==> src/rtl/deviation_monitor_map.svh <==
// Register map, reset values and timing constants of the deviation monitor
// Behaviour
// Speed error over level raises alarm 42
// Thrust error over level raises alarm 42
// Low digit picks position or current method
// Excitation level follows programmed percent, 0-100
// Ident frequency used only for method 1/2
// Host keeps frequency below half loop response
// Ident amplitude used only for method 1/2
// Host tunes excitation after overload/detection alarms
// Host lowers amplitude after overload in detection
// Host never alters reserved factory settings
// Host servo-offs and cuts power on alarm
// Select digit enables position/speed/thrust checks
// Position error over level raises alarm 42
// Compare once per cycle, latch first exceed
`ifndef DEVIATION_MONITOR_MAP_SVH
`define DEVIATION_MONITOR_MAP_SVH
// ****************************************************************
// Byte offsets
// ****************************************************************
`define OFS_CHECK_SEL 6'h00
`define OFS_POS_LEVEL 6'h04
`define OFS_SPD_LEVEL 6'h08
`define OFS_THR_LEVEL 6'h0C
`define OFS_METHOD 6'h10
`define OFS_EXCITE 6'h14
`define OFS_FREQ 6'h18
`define OFS_AMPL 6'h1C
`define OFS_STATUS 6'h20
`define OFS_MASK 6'h24
`define OFS_CTRL 6'h28
`define OFS_ALARM 6'h2C
// ****************************************************************
// Reset values and limits
// ****************************************************************
`define RST_CHECK_SEL 16'h0003
`define RST_POS_LEVEL 16'h0032
`define RST_SPD_LEVEL 16'h03E8
`define RST_THR_LEVEL 16'h0064
`define RST_METHOD 16'h0010
`define RST_EXCITE 16'h001E
`define RST_FREQ 16'h0005
`define RST_AMPL 16'h0064
`define MIN_SPD_LEVEL 16'h0001
`define MAX_SPD_LEVEL 16'h1388
`define MIN_THR_LEVEL 16'h0001
`define MAX_THR_LEVEL 16'h03E8
`define MIN_POS_LEVEL 16'h0001
`define MAX_POS_LEVEL 16'h03E8
`define MAX_EXCITE 16'h0064
`define MIN_FREQ 16'h0001
`define MAX_FREQ 16'h01F4
`define MIN_AMPL 16'h0032
`define MAX_AMPL 16'h0064
`define ALARM_CODE 8'h42
// ****************************************************************
// Fields and timing
// ****************************************************************
`define SEL_POS_BIT 0
`define SEL_SPD_BIT 1
`define SEL_THR_BIT 2
`define CTRL_CLEAR_BIT 0
`define CTRL_PERIOD_US 10
`define CLK_MHZ 50
`define CTRL_PERIOD_CYC (`CTRL_PERIOD_US * `CLK_MHZ)
`endif

==> src/rtl/deviation_monitor_pkg.sv <==
// Types shared by the deviation monitor files
package deviation_monitor_pkg;
    typedef enum logic [1:0] {
        METHOD_NONE = 2'b00,
        METHOD_POSITION = 2'b01,
        METHOD_CURRENT = 2'b10
    } pole_method_e;
    typedef enum logic [1:0] {
        BUS_IDLE = 2'b00,
        BUS_ACK = 2'b01
    } bus_state_e;
endpackage

==> src/rtl/level_clamp.sv <==
// Clamps a written setting into its legal range
`timescale 1ns/100ps
`default_nettype none
module level_clamp #(
    parameter int W = 16
) (
    // Value and limits
    input wire logic [W-1:0] rawVal,
    input wire logic [W-1:0] minVal,
    input wire logic [W-1:0] maxVal,
    // Result
    output logic [W-1:0] clampVal
);
    always_comb
    begin
        if (rawVal < minVal)
            clampVal = minVal;
        else if (rawVal > maxVal)
            clampVal = maxVal;
        else
            clampVal = rawVal;
    end
endmodule
`default_nettype wire

==> src/rtl/deviation_cmp.sv <==
// One deviation comparison: absolute difference against a level
`timescale 1ns/100ps
`default_nettype none
module deviation_cmp #(
    parameter int W = 24
) (
    // Operands signed, level unsigned, and enable
    input wire logic signed [W-1:0] refVal,
    input wire logic signed [W-1:0] measVal,
    input wire logic [15:0] level,
    input wire logic enable,
    // Result
    output logic exceed
);
    logic signed [W:0] diff;
    logic [W:0] mag;
    always_comb
    begin
        diff = {refVal[W-1], refVal} - {measVal[W-1], measVal};
        mag = diff[W] ? (W+1)'(-diff) : diff;
        exceed = enable && (mag > (W+1)'(level));
    end
endmodule
`default_nettype wire

==> src/rtl/linear_motor_deviation_monitor.sv <==
// Deviation monitor and pole detection settings of a linear servo drive
//
// Chosen here: the Avalon-MM slave port and the placing of the registers.
`timescale 1ns/100ps
`default_nettype none
`include "deviation_monitor_map.svh"
module linear_motor_deviation_monitor #(
    parameter int W = 24,
    parameter int CTRL_CYC = `CTRL_PERIOD_CYC
) (
    // Clock and reset
    input wire logic clk_sys,
    input wire logic sys_rst,
    // Avalon-MM slave
    input wire logic [5:0] address,
    input wire logic read,
    input wire logic write,
    input wire logic [31:0] writedata,
    input wire logic [3:0] byteenable,
    output logic [31:0] readdata,
    output logic waitrequest,
    // Feedback from the motor side
    input wire logic signed [W-1:0] modelPos,
    input wire logic signed [W-1:0] measPos,
    input wire logic signed [W-1:0] modelSpd,
    input wire logic signed [W-1:0] measSpd,
    input wire logic signed [W-1:0] cmdThrust,
    input wire logic signed [W-1:0] measThrust,
    // Alarm and pole detection settings out
    output logic alarmOut,
    output logic [7:0] alarmCode,
    output logic irq,
    output logic [1:0] poleMethod,
    output logic [15:0] exciteLevel,
    output logic [15:0] identFreq,
    output logic [15:0] identAmpl,
    output logic identValid
);
    // ****************************************************************
    // Settings
    // ****************************************************************
    logic [15:0] selFf, posLvlFf, spdLvlFf, thrLvlFf;
    logic [15:0] methodFf, exciteFf, freqFf, amplFf;
    logic [2:0] statusFf, maskFf;
    logic [15:0] nxt_sel, nxt_posLvl, nxt_spdLvl, nxt_thrLvl;
    logic [15:0] nxt_method, nxt_excite, nxt_freq, nxt_ampl;
    logic [2:0] nxt_status, nxt_mask;
    logic [15:0] wd, cPos, cSpd, cThr, cExc, cFreq, cAmpl;
    logic acc, wrHit, rdHit;
    deviation_monitor_pkg::bus_state_e busFf, nxt_bus;

    assign wd = writedata[15:0];
    level_clamp #(.W(16)) uPos (.rawVal(wd), .minVal(`MIN_POS_LEVEL),
        .maxVal(`MAX_POS_LEVEL), .clampVal(cPos));
    level_clamp #(.W(16)) uSpd (.rawVal(wd), .minVal(`MIN_SPD_LEVEL),
        .maxVal(`MAX_SPD_LEVEL), .clampVal(cSpd));
    level_clamp #(.W(16)) uThr (.rawVal(wd), .minVal(`MIN_THR_LEVEL),
        .maxVal(`MAX_THR_LEVEL), .clampVal(cThr));
    level_clamp #(.W(16)) uExc (.rawVal(wd), .minVal(16'h0000),
        .maxVal(`MAX_EXCITE), .clampVal(cExc));
    level_clamp #(.W(16)) uFrq (.rawVal(wd), .minVal(`MIN_FREQ),
        .maxVal(`MAX_FREQ), .clampVal(cFreq));
    level_clamp #(.W(16)) uAmp (.rawVal(wd), .minVal(`MIN_AMPL),
        .maxVal(`MAX_AMPL), .clampVal(cAmpl));

    // ****************************************************************
    // Control cycle tick
    // ****************************************************************
    logic [15:0] tickCntFf, nxt_tickCnt;
    logic tickFf, nxt_tick;
    always_comb
    begin
        nxt_tick = 1'b0;
        nxt_tickCnt = tickCntFf + 16'h0001;
        if (tickCntFf == 16'(CTRL_CYC - 1))
        begin
            nxt_tickCnt = 16'h0000;
            nxt_tick = 1'b1;
        end
    end
    always_ff @(posedge clk_sys)
    begin
        if (sys_rst)
        begin
            tickCntFf <= 16'h0000;
            tickFf <= 1'b0;
        end
        else
        begin
            tickCntFf <= nxt_tickCnt;
            tickFf <= nxt_tick;
        end
    end

    // ****************************************************************
    // Comparisons
    // ****************************************************************
    logic exPos, exSpd, exThr, exAny, alarmFf, nxt_alarm, clearReq;
    deviation_cmp #(.W(W)) uCmpPos (.refVal(modelPos), .measVal(measPos),
        .level(posLvlFf), .enable(selFf[`SEL_POS_BIT]),
        .exceed(exPos));
    deviation_cmp #(.W(W)) uCmpSpd (.refVal(modelSpd), .measVal(measSpd),
        .level(spdLvlFf), .enable(selFf[`SEL_SPD_BIT]),
        .exceed(exSpd));
    deviation_cmp #(.W(W)) uCmpThr (.refVal(cmdThrust),
        .measVal(measThrust), .level(thrLvlFf),
        .enable(selFf[`SEL_THR_BIT]), .exceed(exThr));
    assign exAny = exPos | exSpd | exThr;

    // Latched alarm; a new exceed wins over a clear in the same cycle
    always_comb
    begin
        nxt_alarm = alarmFf;
        if (clearReq)
            nxt_alarm = 1'b0;
        if (tickFf && exAny)
            nxt_alarm = 1'b1;
    end

    // ****************************************************************
    // Register bus
    // ****************************************************************
    assign acc = (read | write) && busFf == deviation_monitor_pkg::BUS_IDLE;
    // Write lands in the answer cycle, request still held
    assign wrHit = write && busFf == deviation_monitor_pkg::BUS_ACK
        && byteenable[1:0] == 2'b11;
    assign rdHit = read && acc;
    assign clearReq = wrHit && address == `OFS_CTRL
        && writedata[`CTRL_CLEAR_BIT];

    always_comb
    begin
        nxt_sel = selFf;
        nxt_posLvl = posLvlFf;
        nxt_spdLvl = spdLvlFf;
        nxt_thrLvl = thrLvlFf;
        nxt_method = methodFf;
        nxt_excite = exciteFf;
        nxt_freq = freqFf;
        nxt_ampl = amplFf;
        nxt_mask = maskFf;
        nxt_bus = acc ? deviation_monitor_pkg::BUS_ACK
            : deviation_monitor_pkg::BUS_IDLE;
        if (wrHit)
        begin
            case (address)
                `OFS_CHECK_SEL: nxt_sel = {13'h0000, wd[2:0]};
                `OFS_POS_LEVEL: nxt_posLvl = cPos;
                `OFS_SPD_LEVEL: nxt_spdLvl = cSpd;
                `OFS_THR_LEVEL: nxt_thrLvl = cThr;
                `OFS_METHOD: nxt_method = wd;
                `OFS_EXCITE: nxt_excite = cExc;
                `OFS_FREQ: nxt_freq = cFreq;
                `OFS_AMPL: nxt_ampl = cAmpl;
                `OFS_MASK: nxt_mask = wd[2:0];
                default: nxt_sel = selFf;
            endcase
        end
    end

    // Sticky status; read clears, new event wins
    always_comb
    begin
        nxt_status = statusFf;
        if (rdHit && address == `OFS_STATUS)
            nxt_status = 3'h0;
        if (tickFf)
            nxt_status = nxt_status | {exThr, exSpd, exPos};
    end

    logic [31:0] nxt_rd;
    always_comb
    begin
        nxt_rd = readdata;
        if (rdHit)
        begin
            case (address)
                `OFS_CHECK_SEL: nxt_rd = {16'h0000, selFf};
                `OFS_POS_LEVEL: nxt_rd = {16'h0000, posLvlFf};
                `OFS_SPD_LEVEL: nxt_rd = {16'h0000, spdLvlFf};
                `OFS_THR_LEVEL: nxt_rd = {16'h0000, thrLvlFf};
                `OFS_METHOD: nxt_rd = {16'h0000, methodFf};
                `OFS_EXCITE: nxt_rd = {16'h0000, exciteFf};
                `OFS_FREQ: nxt_rd = {16'h0000, freqFf};
                `OFS_AMPL: nxt_rd = {16'h0000, amplFf};
                `OFS_STATUS: nxt_rd = {29'h00000000, statusFf};
                `OFS_MASK: nxt_rd = {29'h00000000, maskFf};
                `OFS_ALARM: nxt_rd = {23'h000000, alarmCode, alarmFf};
                default: nxt_rd = 32'h00000000;
            endcase
        end
    end

    // ****************************************************************
    // Pole detection outputs
    // ****************************************************************
    logic [1:0] nxt_poleMethod;
    logic nxt_identValid;
    always_comb
    begin
        case (methodFf[3:0])
            4'h1: nxt_poleMethod = deviation_monitor_pkg::METHOD_POSITION;
            4'h2: nxt_poleMethod = deviation_monitor_pkg::METHOD_CURRENT;
            default: nxt_poleMethod = deviation_monitor_pkg::METHOD_NONE;
        endcase
        nxt_identValid = methodFf[3:0] == 4'h1
            || methodFf[3:0] == 4'h2;
    end

    // ****************************************************************
    // Registers
    // ****************************************************************
    always_ff @(posedge clk_sys)
    begin
        if (sys_rst)
        begin
            selFf <= `RST_CHECK_SEL;
            posLvlFf <= `RST_POS_LEVEL;
            spdLvlFf <= `RST_SPD_LEVEL;
            thrLvlFf <= `RST_THR_LEVEL;
            methodFf <= `RST_METHOD;
            exciteFf <= `RST_EXCITE;
            freqFf <= `RST_FREQ;
            amplFf <= `RST_AMPL;
            statusFf <= 3'h0;
            maskFf <= 3'h0;
            busFf <= deviation_monitor_pkg::BUS_IDLE;
            readdata <= 32'h00000000;
            waitrequest <= 1'b1;
            alarmFf <= 1'b0;
            alarmOut <= 1'b0;
            alarmCode <= 8'h00;
            irq <= 1'b0;
            poleMethod <= 2'b00;
            exciteLevel <= `RST_EXCITE;
            identFreq <= 16'h0000;
            identAmpl <= 16'h0000;
            identValid <= 1'b0;
        end
        else
        begin
            selFf <= nxt_sel;
            posLvlFf <= nxt_posLvl;
            spdLvlFf <= nxt_spdLvl;
            thrLvlFf <= nxt_thrLvl;
            methodFf <= nxt_method;
            exciteFf <= nxt_excite;
            freqFf <= nxt_freq;
            amplFf <= nxt_ampl;
            statusFf <= nxt_status;
            maskFf <= nxt_mask;
            busFf <= nxt_bus;
            readdata <= nxt_rd;
            // Low in the answer cycle only: one wait state
            waitrequest <= nxt_bus != deviation_monitor_pkg::BUS_ACK;
            alarmFf <= nxt_alarm;
            alarmOut <= nxt_alarm;
            alarmCode <= nxt_alarm ? `ALARM_CODE : 8'h00;
            irq <= |(nxt_status & nxt_mask);
            poleMethod <= nxt_poleMethod;
            exciteLevel <= exciteFf;
            // Zero when unused so the drive never sees stale figures
            identFreq <= nxt_identValid ? freqFf : 16'h0000;
            identAmpl <= nxt_identValid ? amplFf : 16'h0000;
            identValid <= nxt_identValid;
        end
    end
endmodule
`default_nettype wire

==> config.mk <==
export PLATFORM = sky130hd
export DESIGN_NAME = linear_motor_deviation_monitor
export DESIGN_NICKNAME = d
export VERILOG_FILES = /design/src/rtl/deviation_monitor_pkg.sv /design/src/rtl/level_clamp.sv /design/src/rtl/deviation_cmp.sv /design/src/rtl/linear_motor_deviation_monitor.sv
export VERILOG_INCLUDE_DIRS = /design/src /design/src/rtl
export SDC_FILE = /design/constraint.sdc
export NUM_CORES = 1
export LEC_CHECK = 0
export ABC_AREA = 0
export BUFFER_PORTS_ARGS = -buffer_cell sky130_fd_sc_hd__buf_2
export CAP_MARGIN = 5
export CORE_MARGIN = 1
export CORE_UTILIZATION = 39
export DETAILED_ROUTE_END_ITERATION = 7
export PLACE_DENSITY_LB_ADDON = 0.15
export SYNTH_ARGS = -nofsm -noshare
export SYNTH_HDL_FRONTEND = slang
export SYNTH_SLANG_ARGS = --single-unit
==> constraint.sdc <==
create_clock -name clk_sys -period 11.8 [get_ports clk_sys]
set_clock_uncertainty 0.15 [all_clocks]
set_input_delay 2.36 -clock clk_sys [delete_from_list [all_inputs] [get_ports clk_sys]]
set_output_delay 2.36 -clock clk_sys [all_outputs]
set_load 0.05 [all_outputs]
==> results of run 1 <==
[cells in the final DEF (no fill, tap or decap), types with 14 or more instances in the layout]
master and n:
a211o_1 22, a211oi_1 31, a21o_1 29, a21oi_1 156, a22oi_1 51, and2_1 45
and3_1 28, buf_2 242, buf_4 14, clkbuf_16 23, conb_1 22, dfxtp_1 209
ha_1 124, inv_1 151, mux2i_1 28, nand2_1 180, nand2b_1 18, nand3_1 69
nand4_1 21, nor2_1 204, nor2b_1 54, nor3_1 68, nor4_1 16, o211ai_1 19
o21a_1 24, o21ai_0 89, o31ai_1 14, or3_1 20, xnor2_1 51, xor2_1 45
[metal layers]
layer / GRT usage [%] / wire length, um / part of all wire, % / vias to the layer above
met5: 0 / 8 / 0.018 / -
met4: 4.437 / 753 / 1.7 / 2
met3: 1.741 / 1991 / 4.4 / 55
met2: 37.73 / 21740 / 48 / 386
met1: 28.93 / 21020 / 46 / 7239
li1: - / - / - / 7733
[registers in the layout (all words and copies together), names as in the netlist, 2 cells and up]
name         cells
amplFf          16
exciteFf        16
exciteLevel     16
freqFf          16
identAmpl       16
identFreq       16
methodFf        16
posLvlFf        16
readdata        16
spdLvlFf        16
thrLvlFf        16
tickCntFf       16
maskFf           3
selFf            3
statusFf         3
poleMethod       2
[power groups by stage]
stage / logic, mW / clock network, mW / registers, mW
2_1_floorplan: 0.497 / 0 / 0.725
3_3_place_gp: 0.633 / 0 / 0.724
3_5_place_dp: 0.650 / 0 / 0.724
4_1_cts: 0.654 / 0.784 / 0.708
5_1_grt: 0.738 / 0.813 / 0.708
6_report: 0.654 / 0.768 / 0.708
[logic make-up (layout without fill, tap and decap cells)]
family,after synthesis,after routing,share of synthesized area [%]
AO/OA/AOI/OAI,550,550,23.59
multiplexers,30,30,1.940
adder cells (fa/ha/maj),127,127,10.33
AND/OR/NAND/NOR,785,785,24.98
XOR/XNOR,96,96,5.388
flip-flops,209,209,26.81
buffers and inverters,261,449,6.944
other,1,23,0.02403
[worst min-delay path by stage]
stage / startpoint / endpoint / slack (ns)
4_1_cts: methodFf[14] / methodFf[14] / 0.31
2_1_floorplan: tickCntFf[0] / tickCntFf[0] / 0.28
6_report: methodFf[5] / methodFf[5] / 0.31
5_1_grt: methodFf[12] / methodFf[12] / 0.33
3_5_place_dp: methodFf[5] / methodFf[5] / 0.30
3_3_place_gp: methodFf[5] / methodFf[5] / 0.29
[worst register-to-register path, delay by kind of cell, from the launching register on]
kind | cells | cell delay, ns
AO/OA/AOI/OAI | 10 | 2.57
adder cells (fa/ha/maj) | 1 | 0.30
AND/OR/NAND/NOR | 1 | 0.18
buffers and inverters | 1 | 0.07
flip-flops | 1 | 0.39
[stage by stage]
| step | hold WS, ns | instance area, sq um | total power, mW |
|---|---|---|---|
| final | 0.3086 | 17990 | 2.130 |
| after global routing | 0.3295 | 17990 | 2.259 |
| after CTS | 0.3074 | 17990 | 2.146 |
| after detailed placement | 0.2998 | 17160 | 1.374 |
| after global placement | 0.2919 | 17160 | 1.357 |
| after floorplan | 0.2800 | 15680 | 1.222 |
[area by class of cell]
type	count	area, sq um
diodes	1	2.502
clock buffers	25	603.1
clock inverters	17	222.7
fillers	4050	21110
inverters	151	566.8
multi-input cells	1610	10450
flip-flops and latches	209	4184
well taps	518	648.1
repair buffers	256	1316
==> results.py, run 1 <==
metrics = {
    "clock_network": {
        "postCtsHoldBufs": 0,
        "post_cts_resized": 0,
        "cts_inserted_buffers": 23,
        "htreeDepth": 1,
        "clk_pin_slew_ns": 0.06,
        "postCtsSetupBuffers": 0,
        "cts_root_buffer": "clkbuf_16",
        "numClockSinks": 209,
        "cts_tree": "done",
        "cts_buffer_depth": 3,
        "clk_latency_ns": 0.53,
    },
    "critical_path": {
        "r2r-end": "irq",
        "endpoint": "irq",
        "required_ns": 12.01,
        "crit_buf_inv": 3,
        "cp.arrival_ns": 8.18,
        "r2r_start": "posLvlFf[2]",
        "cp-start-kind": "input port",
        "path_delay_family": "compound AO/OA/AOI/OAI gates",
        "end_kind": "register",
        "r2r_slack_ns": 7.98,
        "startpoint": "modelPos[0]",
        "r2r_cells": 13,
        "cpMaxStageDelayCell": "o311ai_1",
        "worstSetupPathType": "input port to register",
        "cp_common_cell": "o21ai_0",
        "path_max_fanout": 11,
        "cp.depth": 25,
        "slowest_delay_ns": 0.72,
    },
    "global_routing": {
        "overflow": 0,
        "grt_pass1_vias": 14430,
        "grt_max_degree": 71,
        "grt_usage_pct": 21.61,
        "grt_pass1_wl_um": 73160,
        "antenna_found_initial": 2,
    },
    "flow_run": {
        "cap_viol_max_count": 0,
    },
    "timing": {
        "fin_tns_setup_ns": 0,
        "fmax_ghz": 0.1255,
        "fin_crit_ns": 7.967,
        "slew_headroom_pct": 23.52,
        "final-hold-violation-count": 0,
        "setup_viol": 0,
        "rsz0062_at_grt": "no",
        "worst_pin_slew_ns": 1.141,
        "finalMaxSlewViolations": 0,
        "timing.final.crit_share_pct": 67.52,
        "worst_slack_ns": 3.833,
    },
    "synthesis": {
        "synthFlopType": "dfxtp_1",
        "synth_top_area_share_pct": 26.81,
        "yosys-top-cells-area": "dfxtp_1 (27%), ha_1 (9.9%), a21oi_1 (5.0%)",
        "ys_warn_count": 0,
        "synth.most_common_cell": "dfxtp_1",
        "ys_async_sr_fraction_pct": 0,
        "ys_types": 89,
        "synth_edf_count": 0,
        "synth.avg_cell_area_sq_um": 7.579,
        "ys_seq_area_share_pct": 26.81,
        "synth_cells": 2059,
        "netlist_area_sq_um": 15600,
        "ys_seq_elements": 209,
        "synth_top_area_cell": "dfxtp_1",
        "netlist_top_cells_count": "dfxtp_1 (209), nor2_1 (205), nand2_1 (180)",
    },
    "layout": {
        "nets": 2568,
        "final_core_util_pct": 46.01,
        "layout.cells.non_filler": 2787,
        "drive_gt1_share_pct": 14.55,
        "syn_to_final_growth_pct": 15.27,
    },
    "detailed_routing": {
        "antenna_left": 0,
        "routedWlPerCell_um": 16.33,
        "drt_iter0_markers": 704,
        "finalWirelength_um": 45520,
        "vias": 15420,
        "first_pass_iters": 5,
        "drc": 0,
        "viasPerCell": 5.531,
    },
    "pwr": {
        "p_comb_share_pct": 30.7,
        "ir_worst_vdd_mv": 0.06437,
        "pwr-share-clk_pct": 36.1,
        "seqPwrFrac_pct": 33.3,
        "internal-power_mw": 1.431,
        "switchingPower_mw": 0.6984,
        "sw_frac_of_total_pct": 32.79,
        "powerDensity_nw_per_um2": 118.4,
        "p_leak_nw": 7.708,
    },
    "floorplanning": {
        "die_height_um": 202.0,
        "core_sq_um": 39100,
        "rows": 72,
        "die-area_sq_um": 40820,
        "initial_core_util_pct": 39.91,
        "io_pins": 284,
        "dieWidth_um": 202.0,
    },
    "min_path": {
        "hp-class": "register to register",
        "whs_path_depth": 2,
    },
    "outcome": {
        "status": "finished, final reports clean",
    },
    "place": {
        "placedCellCount": 2744,
        "routabilityCongestion": 0.9147,
        "dp.final_hpwl_um": 36510,
        "pre_cts_ws_ns": 3.319,
        "io_buffers": 243,
    },
}
(Power assumes the default switching activity.)
==> run 2, diff against run 1 <==
--- a/config.mk
+++ b/config.mk
@@ -6,7 +6,7 @@
 export SDC_FILE = /design/constraint.sdc
 export NUM_CORES = 1
 export LEC_CHECK = 0
-export ABC_AREA = 0
+export ABC_AREA = 1
 export BUFFER_PORTS_ARGS = -buffer_cell sky130_fd_sc_hd__buf_2
 export CAP_MARGIN = 5
 export CORE_MARGIN = 1
==> constraint.sdc (replaced) <==
create_clock -name clk_sys -period 6.61 [get_ports clk_sys]
set_clock_uncertainty 0.15 [all_clocks]
set_input_delay 1.322 -clock clk_sys [delete_from_list [all_inputs] [get_ports clk_sys]]
set_output_delay 1.322 -clock clk_sys [all_outputs]
set_load 0.05 [all_outputs]
==> run 2 against run 1 <==
- area after synthesis up 11%
- global-route usage increased by 1.5 points
- clock power is 71% higher
- largest cell class unchanged
- final area is 9.7% higher
- core utilization down 0.51 points
- cell count grew 32%
- setup slack worse by 2.6 ns
- critical endpoint is now alarmCode[1]
- clock-buffer cell count grew 7
==> results.py, run 2 <==
metrics = {
    "outcome": {
        "status": "finished, final reports clean",
    },
    "global_routing": {
        "grt_pass1_wl_um": 84550,
        "grt_util_met2_pct": 39.77,
        "busiest_layer": "met2",
        "overflow": 0,
        "grt_usage_pct": 23.14,
        "grt_pass1_vias": 16850,
        "antenna_found_initial": 3,
        "use_met1_pct": 31.00,
        "grt_max_degree": 64,
        "use_met3_pct": 2.422,
    },
    "pwr": {
        "total_power_mw": 3.909,
        "p_leak_nw": 10.44,
        "powerDensity_nw_per_um2": 198.1,
        "ir_worst_vdd_mv": 0.1435,
    },
    "timing": {
        "fin_tns_setup_ns": 0,
        "worst_pin_slew_ns": 0.9994,
        "fin_crit_ns": 5.413,
        "final-hold-violation-count": 0,
        "setup_viol": 0,
        "finalMaxSlewViolations": 0,
        "slew_headroom_pct": 33.12,
        "holdWs_ns": 0.3086,
        "timing.final.crit_share_pct": 81.88,
        "fmax_ghz": 0.1848,
        "rsz0062_at_grt": "no",
    },
    "synthesis": {
        "synthFlopType": "dfxtp_1",
        "synth_top_area_cell": "dfxtp_1",
        "ys_seq_area_share_pct": 24.25,
        "synth_edf_count": 0,
        "ys_seq_elements": 209,
        "netlist_area_sq_um": 17250,
        "ys_async_sr_fraction_pct": 0,
        "synth_cells": 2851,
        "netlist_top_cells_count": "nand2_1 (741), inv_1 (530), nor2_1 (304)",
        "yosys-top-cells-area": "dfxtp_1 (24%), nand2_1 (16%), inv_1 (12%)",
        "synth.avg_cell_area_sq_um": 6.052,
        "ys_types": 58,
        "synth_top_area_share_pct": 24.25,
        "synth.most_common_cell": "nand2_1",
        "ys_warn_count": 0,
    },
    "clock_network": {
        "post_cts_resized": 0,
        "cts_buffer_depth": 3,
        "cts_root_buffer": "clkbuf_16",
        "postCtsSetupBuffers": 0,
        "htreeDepth": 1,
        "cts_tree": "done",
        "cts_inserted_buffers": 22,
        "clk_latency_ns": 0.52,
        "numClockSinks": 209,
        "postCtsHoldBufs": 0,
        "clk_pin_slew_ns": 0.06,
    },
    "layout": {
        "nets": 3392,
        "drive_gt1_share_pct": 13.72,
        "syn_to_final_growth_pct": 14.35,
        "layout_common_cells": "nand2_1 (741), inv_1 (530), nor2_1 (303)",
        "n_antenna_cell": 0,
        "layout_commonest_cell": "nand2_1",
        "fillerInstances": 4810,
        "layout.cells.non_filler": 3676,
        "final_core_util_pct": 45.50,
    },
    "detailed_routing": {
        "drc": 0,
        "vias": 18040,
        "drt_iter0_markers": 1122,
        "finalWirelength_um": 52400,
        "routedWlPerCell_um": 14.25,
        "first_pass_iters": 8,
        "antenna_left": 0,
        "viasPerCell": 4.906,
    },
    "critical_path": {
        "required_ns": 6.83,
        "path_max_fanout": 20,
        "end_kind": "register",
        "cp_common_cell": "nand2_1",
        "cp.arrival_ns": 5.63,
        "startpoint": "modelPos[0]",
        "slowest_delay_ns": 0.40,
        "r2r_start": "busFf[0]",
        "worstSetupPathType": "input port to register",
        "cpMaxStageDelayCell": "fa_1",
        "r2r_slack_ns": 3.43,
        "cp-start-kind": "input port",
    },
    "floorplanning": {
        "initial_core_util_pct": 39.79,
        "die-area_sq_um": 45090,
        "io_pins": 284,
        "rows": 76,
        "core_sq_um": 43360,
        "dieWidth_um": 212.3,
        "die_height_um": 212.3,
    },
    "place": {
        "dp.final_hpwl_um": 43430,
        "io_buffers": 243,
        "placedCellCount": 3636,
        "routabilityCongestion": 0.9451,
    },
    "min_path": {
        "hp-class": "register to register",
        "min_from": "exciteFf[3]",
    },
    "flow_run": {
        "cap_viol_max_count": 0,
    },
}
run 2: layer usage:
| metal | routed length, um | vias to the layer above | part of all wire (%) |
|---|---|---|---|
| li1 | - | 9435 | - |
| met2 | 23840 | 422 | 45 |
| met3 | 2473 | 70 | 4.7 |
| met1 | 24870 | 8103 | 47 |
| met5 | 36 | - | 0.069 |
| met4 | 1179 | 6 | 2.3 |
run 2: worst paths after layout:
check | end | cells after the start
setup / recovery | alarmCode[1] | 36
setup reg to reg | amplFf[2] | 6
hold reg to reg | exciteLevel[3] | 2
hold / removal | exciteLevel[3] | 2
run 2: stage by stage:
stage               instance area [sq um]  setup WS [ns]
finish                              19730          1.197
detailed placement                  18950         0.6646
global route                        19730         0.5754
global placement                    18950         0.6971
floorplan                           17330          1.603
CTS                                 19730          1.183
run 2: cells by family (layout without fill, tap and decap cells):
logic type,Yosys count,in the layout,share of synthesized area [%]
other,1,22,0.02173
and+or+nand+nor,1457,1457,36.64
adders and majority gates,127,127,9.340
AOI/OAI and AO/OA,377,377,12.62
DFF,209,209,24.25
buffers and inverters,629,848,14.50
xor gates and xnor gates,51,51,2.632
run 2: worst max-delay path, delay by kind of cell:
kind	cells	cell delay (ns)
XOR/XNOR	1	0.16
adder cells (fa/ha/maj)	3	0.92
AND/OR/NAND/NOR	26	2.36
buffers and inverters	5	0.66
AO/OA/AOI/OAI	1	0.20
run 2: cell type report:
cell class	instances	area [sq um]	share of cell area, %
Timing Repair Buffer	254	1301	6.595
Inverter	554	2079	10.54
Tap cell	585	732.0	3.710
Clock inverter	8	126.4	0.6405
Clock buffer	32	658.1	3.336
Multi-Input combinational cell	2034	10650	53.97
Sequential cell	209	4184	21.21
run 2: where the power goes:
group          switching (mW)  internal (mW)  total, mW
clock                   0.504          0.809       1.31
combinational           0.866          0.466       1.33
sequential            0.00175           1.26       1.26
